## src/arsc_pkg.sv

```systemverilog
// Package for the converter result and single-scan block.
// Assumes a 32-bit AXI4-Lite register bus.
package arsc_pkg;
  // ------------------------------------------------------------
  // Register indices and byte addresses
  // ------------------------------------------------------------
  localparam logic [7:0] IDX_RESULT_LOW = 8'h2E;
  localparam logic [7:0] IDX_RESULT_HIGH = 8'h2F;
  localparam logic [9:0] ADDR_RESULT_LOW = {IDX_RESULT_LOW, 2'b00};
  localparam logic [9:0] ADDR_RESULT_HIGH = {IDX_RESULT_HIGH, 2'b00};
  localparam logic [9:0] ADDR_CONTROL = 10'h000;
  localparam logic [9:0] ADDR_IRQ_STATUS = 10'h004;
  localparam logic [9:0] ADDR_IRQ_MASK = 10'h008;
  localparam logic [9:0] ADDR_SCAN_STATUS = 10'h00C;
  // ------------------------------------------------------------
  // Field positions
  // ------------------------------------------------------------
  localparam int RESOLUTION_SELECT_BIT = 7;
  localparam int CTL_START_BIT = 0;
  localparam int CTL_IRQ_EN_BIT = 1;
  localparam int CTL_MODE_LSB = 2;
  localparam int CTL_FIRST_LSB = 4;
  localparam int CTL_LAST_LSB = 8;
  localparam int IRQ_DONE_BIT = 0;
  localparam int IRQ_SCAN_BIT = 1;
  // ------------------------------------------------------------
  // Reset values and widths
  // ------------------------------------------------------------
  localparam logic RESOLUTION_SELECT_RST = 1'b0;
  localparam logic IRQ_ENABLE_RST = 1'b0;
  localparam logic [1:0] MODE_RST = 2'b00;
  localparam logic [2:0] CHANNEL_RST = 3'h0;
  localparam int IRQ_BITS = 2;
  localparam logic [1:0] RESP_OKAY = 2'b00;
  localparam logic [1:0] RESP_SLVERR = 2'b10;
  // ------------------------------------------------------------
  // Timing
  // ------------------------------------------------------------
  localparam int CLOCK_HZ = 50_000_000;
  localparam int CONV_TIME_NS = 2000;
  localparam int CONV_CYCLES = (CONV_TIME_NS * (CLOCK_HZ / 1_000_000)
    + 999) / 1000;
  // ------------------------------------------------------------
  // Modes
  // ------------------------------------------------------------
  typedef enum logic [1:0] {
    ARSC_SINGLE_REACT = 2'b00,
    ARSC_SINGLE_NOREACT = 2'b01,
    ARSC_CONTINUOUS = 2'b10,
    ARSC_STOP = 2'b11
  } arsc_mode_e;
endpackage

```

## src/arsc_sar.sv

```systemverilog
// Successive approximation engine, one bit decided per clock.
// Assumes the comparator answers in the same cycle as the trial word.
`timescale 1ns/10ps
module arsc_sar #(
  parameter int WIDTH = 10,
  parameter int SETTLE = 4
) (
  // Clock and reset
  input wire logic aclk,
  input wire logic aresetn,
  // Control
  input wire logic start,
  // Comparator side
  output logic [WIDTH-1:0] trial,
  input wire logic cmp_above,
  // Result
  output logic [WIDTH-1:0] result,
  output logic done
);
  typedef enum logic [1:0] {ST_IDLE, ST_SETTLE, ST_BITS} arsc_sar_st_e;
  arsc_sar_st_e st_r, st_nxt;
  logic [WIDTH-1:0] word_r, word_nxt;
  logic [WIDTH-1:0] bit_r, bit_nxt;
  logic [7:0] wait_r, wait_nxt;
  logic done_r, done_nxt;

  // Next state of the bit search
  always_comb begin
    st_nxt = st_r;
    word_nxt = word_r;
    bit_nxt = bit_r;
    wait_nxt = wait_r;
    done_nxt = 1'b0;
    case (st_r)
      ST_IDLE: ;
      ST_SETTLE: begin
        if (wait_r == 8'h00) begin
          st_nxt = ST_BITS;
          word_nxt = bit_r;
        end else begin
          wait_nxt = wait_r - 8'h01;
        end
      end
      ST_BITS: begin
        // Keep the bit unless input lies below the trial
        if (!cmp_above) word_nxt = word_r & ~bit_r;
        if (bit_r[0]) begin
          st_nxt = ST_IDLE;
          done_nxt = 1'b1;
        end else begin
          bit_nxt = bit_r >> 1;
          word_nxt = (cmp_above ? word_r : (word_r & ~bit_r)) | (bit_r >> 1);
        end
      end
      default: st_nxt = ST_IDLE;
    endcase
    // Start restarts the search from any state, dropping a late done
    if (start) begin
      st_nxt = ST_SETTLE;
      wait_nxt = 8'(SETTLE);
      word_nxt = '0;
      bit_nxt = {1'b1, {(WIDTH-1){1'b0}}};
      done_nxt = 1'b0;
    end
  end

  // Registers of the bit search
  always_ff @(posedge aclk) begin
    if (!aresetn) begin
      st_r <= ST_IDLE;
      word_r <= '0;
      bit_r <= '0;
      wait_r <= 8'h00;
      done_r <= 1'b0;
    end else begin
      st_r <= st_nxt;
      word_r <= word_nxt;
      bit_r <= bit_nxt;
      wait_r <= wait_nxt;
      done_r <= done_nxt;
    end
  end

  assign trial = word_r;
  assign result = word_r;
  assign done = done_r;
endmodule

```

## src/arsc_top.sv

```systemverilog
// Converter result registers and single-scan sequencer.
// Assumes an AXI4-Lite master and one external comparator shared through channel_sel.
`timescale 1ns/10ps
module arsc_top #(
  parameter int RES_BITS = 10,
  parameter int CHANNELS = 8
) (
  // Clock and reset
  input wire logic aclk,
  input wire logic aresetn,
  // AXI4-Lite write address and data
  input wire logic [31:0] s_axi_awaddr,
  input wire logic s_axi_awvalid,
  output logic s_axi_awready,
  input wire logic [31:0] s_axi_wdata,
  input wire logic [3:0] s_axi_wstrb,
  input wire logic s_axi_wvalid,
  output logic s_axi_wready,
  // AXI4-Lite write response
  output logic [1:0] s_axi_bresp,
  output logic s_axi_bvalid,
  input wire logic s_axi_bready,
  // AXI4-Lite read
  input wire logic [31:0] s_axi_araddr,
  input wire logic s_axi_arvalid,
  output logic s_axi_arready,
  output logic [31:0] s_axi_rdata,
  output logic [1:0] s_axi_rresp,
  output logic s_axi_rvalid,
  input wire logic s_axi_rready,
  // Analog front end
  output logic [2:0] channel_sel,
  output logic [RES_BITS-1:0] dac_trial,
  input wire logic cmp_above,
  // Completion request and interrupt
  output logic transfer_req,
  output logic irq
);
  // ------------------------------------------------------------
  // State
  // ------------------------------------------------------------
  typedef enum logic [1:0] {SC_HALT, SC_CONVERT, SC_PAUSE} arsc_scan_e;
  arsc_scan_e scan_r, scan_nxt;
  logic resolution_select_r, resolution_select_nxt;
  logic completion_irq_enable_r, completion_irq_enable_nxt;
  logic [1:0] mode_r, mode_nxt;
  logic [2:0] scan_first_channel_r, scan_first_channel_nxt;
  logic [2:0] scan_last_channel_r, scan_last_channel_nxt;
  logic [2:0] chan_r, chan_nxt;
  logic [15:0] conversion_result_word_r, conversion_result_word_nxt;
  logic [arsc_pkg::IRQ_BITS-1:0] irq_stat_r, irq_stat_nxt;
  logic [arsc_pkg::IRQ_BITS-1:0] irq_mask_r, irq_mask_nxt;
  logic transfer_req_r, transfer_req_nxt;
  logic irq_r, irq_nxt;
  logic sar_start_r, sar_start_nxt;
  // Bus state
  logic aw_held_r, aw_held_nxt;
  logic w_held_r, w_held_nxt;
  logic [9:0] waddr_r, waddr_nxt;
  logic [31:0] wdata_r, wdata_nxt;
  logic [3:0] wstrb_r, wstrb_nxt;
  logic bvalid_r, bvalid_nxt;
  logic [1:0] bresp_r, bresp_nxt;
  logic rvalid_r, rvalid_nxt;
  logic [31:0] rdata_r, rdata_nxt;
  logic [1:0] rresp_r, rresp_nxt;
  logic [RES_BITS-1:0] sar_result;
  logic sar_done;
  logic conv_done;
  logic do_write;
  logic [arsc_pkg::IRQ_BITS-1:0] irq_event;

  // Address decode used by the write path
  function automatic logic mapped(input logic [9:0] a);
    mapped = (a == arsc_pkg::ADDR_RESULT_LOW) ||
      (a == arsc_pkg::ADDR_RESULT_HIGH) || (a == arsc_pkg::ADDR_CONTROL) ||
      (a == arsc_pkg::ADDR_IRQ_STATUS) || (a == arsc_pkg::ADDR_IRQ_MASK) ||
      (a == arsc_pkg::ADDR_SCAN_STATUS);
  endfunction

  // ------------------------------------------------------------
  // Conversion engine
  // ------------------------------------------------------------
  arsc_sar #(
    .WIDTH(RES_BITS),
    .SETTLE(arsc_pkg::CONV_CYCLES)
  ) u_sar (
    .aclk(aclk),
    .aresetn(aresetn),
    .start(sar_start_r),
    .trial(dac_trial),
    .cmp_above(cmp_above),
    .result(sar_result),
    .done(sar_done)
  );

  // ------------------------------------------------------------
  // Write channel handling
  // ------------------------------------------------------------
  assign do_write = aw_held_r && w_held_r && !bvalid_r;

  // Next values of the write and read slave
  always_comb begin
    aw_held_nxt = aw_held_r;
    w_held_nxt = w_held_r;
    waddr_nxt = waddr_r;
    wdata_nxt = wdata_r;
    wstrb_nxt = wstrb_r;
    bvalid_nxt = bvalid_r;
    bresp_nxt = bresp_r;
    rvalid_nxt = rvalid_r;
    rdata_nxt = rdata_r;
    rresp_nxt = rresp_r;
    if (s_axi_awvalid && !aw_held_r) begin
      aw_held_nxt = 1'b1;
      waddr_nxt = {s_axi_awaddr[9:2], 2'b00};
    end
    if (s_axi_wvalid && !w_held_r) begin
      w_held_nxt = 1'b1;
      wdata_nxt = s_axi_wdata;
      wstrb_nxt = s_axi_wstrb;
    end
    if (do_write) begin
      aw_held_nxt = 1'b0;
      w_held_nxt = 1'b0;
      bvalid_nxt = 1'b1;
      bresp_nxt = mapped(waddr_r) ? arsc_pkg::RESP_OKAY :
        arsc_pkg::RESP_SLVERR;
    end
    if (bvalid_r && s_axi_bready) bvalid_nxt = 1'b0;
    if (s_axi_arvalid && !rvalid_r) begin
      rvalid_nxt = 1'b1;
      rresp_nxt = arsc_pkg::RESP_OKAY;
      rdata_nxt = 32'h0000_0000;
      case ({s_axi_araddr[9:2], 2'b00})
        arsc_pkg::ADDR_RESULT_LOW:
          rdata_nxt[7:0] = conversion_result_word_r[7:0];
        arsc_pkg::ADDR_RESULT_HIGH: begin
          // Upper byte: select bit plus two result bits
          rdata_nxt[arsc_pkg::RESOLUTION_SELECT_BIT] = resolution_select_r;
          rdata_nxt[1:0] = conversion_result_word_r[9:8];
        end
        arsc_pkg::ADDR_CONTROL: begin
          rdata_nxt[arsc_pkg::CTL_IRQ_EN_BIT] = completion_irq_enable_r;
          rdata_nxt[arsc_pkg::CTL_MODE_LSB +: 2] = mode_r;
          rdata_nxt[arsc_pkg::CTL_FIRST_LSB +: 3] = scan_first_channel_r;
          rdata_nxt[arsc_pkg::CTL_LAST_LSB +: 3] = scan_last_channel_r;
        end
        arsc_pkg::ADDR_IRQ_STATUS: rdata_nxt[1:0] = irq_stat_r;
        arsc_pkg::ADDR_IRQ_MASK: rdata_nxt[1:0] = irq_mask_r;
        arsc_pkg::ADDR_SCAN_STATUS: begin
          rdata_nxt[0] = (scan_r != SC_HALT);
          rdata_nxt[6:4] = chan_r;
        end
        default: rresp_nxt = arsc_pkg::RESP_SLVERR;
      endcase
    end
    if (rvalid_r && s_axi_rready) rvalid_nxt = 1'b0;
  end

  // Registers of the bus slave
  always_ff @(posedge aclk) begin
    if (!aresetn) begin
      aw_held_r <= 1'b0;
      w_held_r <= 1'b0;
      waddr_r <= 10'h000;
      wdata_r <= 32'h0000_0000;
      wstrb_r <= 4'h0;
      bvalid_r <= 1'b0;
      bresp_r <= 2'h0;
      rvalid_r <= 1'b0;
      rdata_r <= 32'h0000_0000;
      rresp_r <= 2'h0;
    end else begin
      aw_held_r <= aw_held_nxt;
      w_held_r <= w_held_nxt;
      waddr_r <= waddr_nxt;
      wdata_r <= wdata_nxt;
      wstrb_r <= wstrb_nxt;
      bvalid_r <= bvalid_nxt;
      bresp_r <= bresp_nxt;
      rvalid_r <= rvalid_nxt;
      rdata_r <= rdata_nxt;
      rresp_r <= rresp_nxt;
    end
  end

  // ------------------------------------------------------------
  // Scan sequencer, result and interrupts
  // ------------------------------------------------------------
  // Completion of the running conversion; a stale one is dropped on restart
  assign conv_done = sar_done && scan_r == SC_CONVERT && !sar_start_r;
  assign irq_event = {conv_done && chan_r == scan_last_channel_r, conv_done};

  // Next values of the converter control
  always_comb begin
    scan_nxt = scan_r;
    resolution_select_nxt = resolution_select_r;
    completion_irq_enable_nxt = completion_irq_enable_r;
    mode_nxt = mode_r;
    scan_first_channel_nxt = scan_first_channel_r;
    scan_last_channel_nxt = scan_last_channel_r;
    chan_nxt = chan_r;
    conversion_result_word_nxt = conversion_result_word_r;
    irq_mask_nxt = irq_mask_r;
    irq_stat_nxt = irq_stat_r;
    transfer_req_nxt = 1'b0;
    sar_start_nxt = 1'b0;
    if (do_write && waddr_r == arsc_pkg::ADDR_RESULT_HIGH && wstrb_r[0])
      resolution_select_nxt =
        wdata_r[arsc_pkg::RESOLUTION_SELECT_BIT];
    if (do_write && waddr_r == arsc_pkg::ADDR_IRQ_MASK && wstrb_r[0])
      irq_mask_nxt = wdata_r[1:0];
    if (do_write && waddr_r == arsc_pkg::ADDR_IRQ_STATUS && wstrb_r[0])
      irq_stat_nxt = irq_stat_r & ~wdata_r[1:0];
    irq_stat_nxt = irq_stat_nxt | irq_event; // Set wins over clear
    case (scan_r)
      SC_HALT: ;
      SC_PAUSE: begin
        sar_start_nxt = 1'b1;
        scan_nxt = SC_CONVERT;
      end
      SC_CONVERT: begin
        if (conv_done) begin
          // Overwrite result atomically
          if (resolution_select_r)
            conversion_result_word_nxt = {8'h00,
              sar_result[RES_BITS-1 -: 8]};
          else
            conversion_result_word_nxt = 16'(sar_result);
          transfer_req_nxt = 1'b1;
          if (chan_r == scan_last_channel_r) begin
            scan_nxt = SC_HALT;
          end else begin
            chan_nxt = chan_r + 3'h1; // Wraps 7 to 0
            scan_nxt = SC_PAUSE;
          end
        end
      end
      default: scan_nxt = SC_HALT;
    endcase
    // Control write after the sequencer so a restart wins over a completion
    if (do_write && waddr_r == arsc_pkg::ADDR_CONTROL &&
        wstrb_r[1:0] == 2'h3) begin
      completion_irq_enable_nxt = wdata_r[arsc_pkg::CTL_IRQ_EN_BIT];
      mode_nxt = wdata_r[arsc_pkg::CTL_MODE_LSB +: 2];
      scan_first_channel_nxt = wdata_r[arsc_pkg::CTL_FIRST_LSB +: 3];
      scan_last_channel_nxt = wdata_r[arsc_pkg::CTL_LAST_LSB +: 3];
      // Start; every written mode but single with re-activation ignores it while busy
      if (wdata_r[arsc_pkg::CTL_START_BIT] && (scan_r == SC_HALT ||
          wdata_r[arsc_pkg::CTL_MODE_LSB +: 2] ==
          arsc_pkg::ARSC_SINGLE_REACT)) begin
        scan_nxt = SC_PAUSE;
        chan_nxt = wdata_r[arsc_pkg::CTL_FIRST_LSB +: 3];
      end
    end
  end

  // Interrupt output: status masked by both enables
  always_comb begin
    irq_nxt = completion_irq_enable_r &&
      |(irq_stat_nxt & irq_mask_nxt);
  end

  // Registers of the converter control
  always_ff @(posedge aclk) begin
    if (!aresetn) begin
      scan_r <= SC_HALT;
      resolution_select_r <= arsc_pkg::RESOLUTION_SELECT_RST;
      completion_irq_enable_r <= arsc_pkg::IRQ_ENABLE_RST;
      mode_r <= arsc_pkg::MODE_RST;
      scan_first_channel_r <= arsc_pkg::CHANNEL_RST;
      scan_last_channel_r <= arsc_pkg::CHANNEL_RST;
      chan_r <= arsc_pkg::CHANNEL_RST;
      conversion_result_word_r <= 16'h0000;
      irq_mask_r <= 2'h0;
      irq_stat_r <= 2'h0;
      transfer_req_r <= 1'b0;
      irq_r <= 1'b0;
      sar_start_r <= 1'b0;
    end else begin
      scan_r <= scan_nxt;
      resolution_select_r <= resolution_select_nxt;
      completion_irq_enable_r <= completion_irq_enable_nxt;
      mode_r <= mode_nxt;
      scan_first_channel_r <= scan_first_channel_nxt;
      scan_last_channel_r <= scan_last_channel_nxt;
      chan_r <= chan_nxt;
      conversion_result_word_r <= conversion_result_word_nxt;
      irq_mask_r <= irq_mask_nxt;
      irq_stat_r <= irq_stat_nxt;
      transfer_req_r <= transfer_req_nxt;
      irq_r <= irq_nxt;
      sar_start_r <= sar_start_nxt;
    end
  end

  // ------------------------------------------------------------
  // Output drive
  // ------------------------------------------------------------
  assign s_axi_awready = !aw_held_r;
  assign s_axi_wready = !w_held_r;
  assign s_axi_bvalid = bvalid_r;
  assign s_axi_bresp = bresp_r;
  assign s_axi_arready = !rvalid_r;
  assign s_axi_rvalid = rvalid_r;
  assign s_axi_rdata = rdata_r;
  assign s_axi_rresp = rresp_r;
  assign channel_sel = chan_r;
  assign transfer_req = transfer_req_r;
  assign irq = irq_r;
endmodule

```

## config.mk

```make
export PLATFORM = sky130hd
export DESIGN_NAME = arsc_top
export DESIGN_NICKNAME = d
export VERILOG_FILES = /design/src/arsc_pkg.sv /design/src/arsc_sar.sv /design/src/arsc_top.sv
export SDC_FILE = /design/constraint.sdc
export NUM_CORES = 1
export LEC_CHECK = 0
export ABC_AREA = 1
export BUFFER_PORTS_ARGS = -buffer_cell sky130_fd_sc_hd__buf_2
export CAP_MARGIN = 20
export CORE_MARGIN = 2
export CORE_UTILIZATION = 51
export DETAILED_ROUTE_END_ITERATION = 8
export PLACE_DENSITY_LB_ADDON = 0.1
export REMOVE_ABC_BUFFERS = 1
export SLEW_MARGIN = 20
export SYNTH_ARGS = -nofsm -noshare
export SYNTH_HDL_FRONTEND = slang
export SYNTH_HIERARCHICAL = 1
export SYNTH_SLANG_ARGS = --single-unit
```

## constraint.sdc

```tcl
create_clock -name aclk -period 1.74 [get_ports aclk]
set_clock_uncertainty 0.2 [all_clocks]
set_input_delay 0.261 -clock aclk [delete_from_list [all_inputs] [get_ports aclk]]
set_output_delay 0.261 -clock aclk [all_outputs]
set_load 0.005 [all_outputs]
```

==> summary.md <==
| Metric | Value |
|---|---|
| Mapped cell area | 5060 µm² |
| First-pass GRT wire length | 18.5 mm |
| Max Cap Viol | 0 |
| FP Rows | 36 |
| WP data required | 1800 ps |
| GRT Overall Usage | 20.4% |
| Root Driver | clkbuf_8 |
| Die height | 104 µm |
| Seq/Total Area, Yosys | 39.9% |
| Fmax | 607 MHz |
| Final hold vios | 0 |
| Top Ports | 164 |
| Setup Viol. Count Final | 0 |
| Initial antenna violation count | 0 |
| CP Class | register to register |
| CTS buffer count | 9 |
| Ys flop type | dfxtp_1 |
| 1st-iter DRT viols | 132 |
| Final Max Tran Viols | 0 |
| Cells taking the most area after synthesis | dfxtp_1 40%, nand2_1 8.7%, a21oi_1 5.0%, buf_4 5.0%, nor2_1 5.0% |
| Routability congestion estimate | 0.886 |
| Initial Util | 52.3% |
| EDFF count, synth | 0 |
| Proportion of layout cells with a drive suffix above 1 | 23.5% |
| Vias in the first global route | 4112 |
| Final setup TNS | 0 ps |
| Ys async rst share | 0% |
| Clk slew on worst S/H paths | 100 ps |
| Vias per cell | 4.94 |
| ANT cells | 0 |
| #FFs+latches synth | 101 |
| Full die area | 10700 µm² |
| Synth top area share | 39.9% |
| Syn-to-layout area delta | 16.4% |
| Final period utilization | 94.6% |
| Final wirelength | 11.2 mm |
| CTS Buffer Depth | 2 |
| PortBufs | 69 |
| Antenna Violating Nets Remaining | 0 |
| Router iterations before antenna repair | 4 |
| Min Clock Period, post-route | 1650 ps |
| Cells after synthesis | 677 |
| Ys Warns | 6 |
| Top fanout value on the critical path | 6 |
| Crit. End Element | register |
| Post-synth top area cell | dfxtp_1 |
| Final net count | 877 |
| Remaining DRCs | 0 |
| Power Density | 757 nW/µm² |
| HPWL after DPL | 8.04 mm |
| Placed cell area | 5380 µm² |
| Via count | 4465 |
| Skew-Pair Late Insertion Delay | 360 ps |
| H-tree depth | 3 |
| Status | finished clean |
| Average cell area after synthesis | 7.48 µm² |
| Number of library cell types mapped by synthesis | 43 |
| Clk sinks | 101 |
| Die Width | 104 µm |
| VDD IR max | 433 µV |
| TritonCTS clock tree | yes |
| Overflow left after global routing | 0 |
| Fin util | 60.8% |
| Tightest hold margin | 8.03 ps |
| Hold Path Class | input port to register |
| Worst setup SP type | register |
| Leak | 2.51 nW |
| Crit path DAT | 1710 ps |
| Pin count of the biggest net entering global routing | 56 |
| Routed WL per cell | 12.4 µm |
| Core box area | 9680 µm² |
| Fin area | 5890 µm² |
| Filler cells | 928 |
## worst max-delay path, stage by stage (launching register included)
cell and delay, ps:
dfxtp_1 330, inv_1 60, nand2_1 100, nor3_4 350, buf_4 200, nand2_2 80, nand2_1 70, nand3_1 60
nand3_1 70, inv_1 40
## cell families (layout without fill, tap and decap cells)
kind of cell               count (synthesis)  in the layout  share of synthesized area, %
and+or+nand+nor                          273            275                          26.9
AOI/OAI and AO/OA                        154            154                          17.6
buffers and inverters                    139            209                          13.8
DFF                                      101            101                          39.9
xor gates and xnor gates                   5              5                         0.865
adders and majority gates                  3              3                         0.741
other                                      1             23                        0.0741
muxes                                      1              1                         0.198
## stage by stage
step                total power, mW  worst slack [ps]  std cells
finish                         4.46              93.2        904
global route                   4.65             -28.9        904
CTS                            4.50              79.0        897
detailed placement             2.83              -181        859
global placement               2.82             -74.5        859
floorplan                      2.68               149        647
## metal layers
metal | up-vias | share of wire (%) | track usage, %
li1 | 2334 | - | -
met1 | 2046 | 45 | 25.2
met2 | 75 | 50 | 36.5
met3 | 10 | 3.5 | 4.59
met4 | 0 | 1.1 | 4.15
met5 | - | 0 | 0
## state kept, by name, summed over array words and instances, names as in the netlist, 2 cells and up
signal                    count
conversion_result_word_r     10
channel_sel                   3
wstrb_r                       2
wdata_r                      11
u_sar/wait_r                  8
irq_mask_r                    2
irq_stat_r                    2
waddr_r                       8
scan_r                        2
u_sar/result                 10
u_sar/st_r                    2
scan_first_channel_r          3
s_axi_rdata                  11
mode_r                        2
scan_last_channel_r           3
u_sar/bit_r                  10
## report_power, final
group / internal, mW / switching [mW] / leakage [nW] / total, mW
Clock: 0.824 / 0.815 / 0.107 / 1.64
Combinational: 0.164 / 0.235 / 1.58 / 0.399
Sequential: 2.37 / 0.0509 / 0.821 / 2.42
Total: 3.36 / 1.10 / 2.51 / 4.46
## final cells by class
type	count	area, µm²	share of cell area (%)
Multi-Input combinational cell	461	2450	41.6
Inverter	87	338	5.73
Sequential cell	101	2020	34.3
Tap cell	133	166	2.82
Clock buffer	10	128	2.17
Timing Repair Buffer	106	691	11.7
Clock inverter	6	93.8	1.59
## path summary, 6_finish.rpt
path	startpoint	slack (ps)	endpoint	cells past startpoint
worst max-delay path	scan_r[1]$_SDFF_PN0_	90	channel_sel[1]$_SDFF_PN0_	9
worst min-delay path	s_axi_awaddr[5]	8	waddr_r[5]$_SDFFE_PN0P_	3
worst max register to register	scan_r[1]$_SDFF_PN0_	90	channel_sel[1]$_SDFF_PN0_	9
worst min register to register	scan_first_channel_r[2]$_SDFFE_PN0N_	260	scan_first_channel_r[2]$_SDFFE_PN0N_	2
## cells in the final DEF (no fill, tap or decap), types with 3 or more instances in the layout
cell / count
nor2_2: 4
o211ai_1: 8
nand4_1: 8
a21oi_1: 51
nor3_1: 3
inv_1: 64
nand3_2: 5
a21oi_2: 14
o21ai_1: 14
o21ai_0: 49
dfxtp_1: 101
xnor2_1: 3
nor3_2: 3
nand2_2: 7
nand2_1: 117
conb_1: 23
nand3_1: 38
nand2_4: 4
inv_4: 3
buf_4: 14
inv_2: 18
nor2_4: 10
nor2_1: 67
a31oi_1: 8
nand3_4: 3
clkbuf_8: 9
o22ai_1: 4
dlygate4sd3_1: 22
buf_2: 69
## synth_stat cells (all sizes together) (4+ instances only)
cell type / n
nand2: 127
dfxtp: 101
inv: 86
nor2: 82
a21oi: 66
o21ai: 65
buf: 47
nand3: 45
nand4: 9
o211ai: 9
a31oi: 8
nor3: 8
clkbuf: 5
o22ai: 4
## timing repair
item | CTS | global route
endpoints found under the setup margin | 13 | 17
hold buffers | 22 | 0
hold endpoints to repair | 22 | 0
pin swaps | 0 | 4
setup buffers | 0 | 5
gates resized for setup | 1 | 6
gates cloned | 0 | 2
No activity file was read; power rests on OpenSTA's default activity.
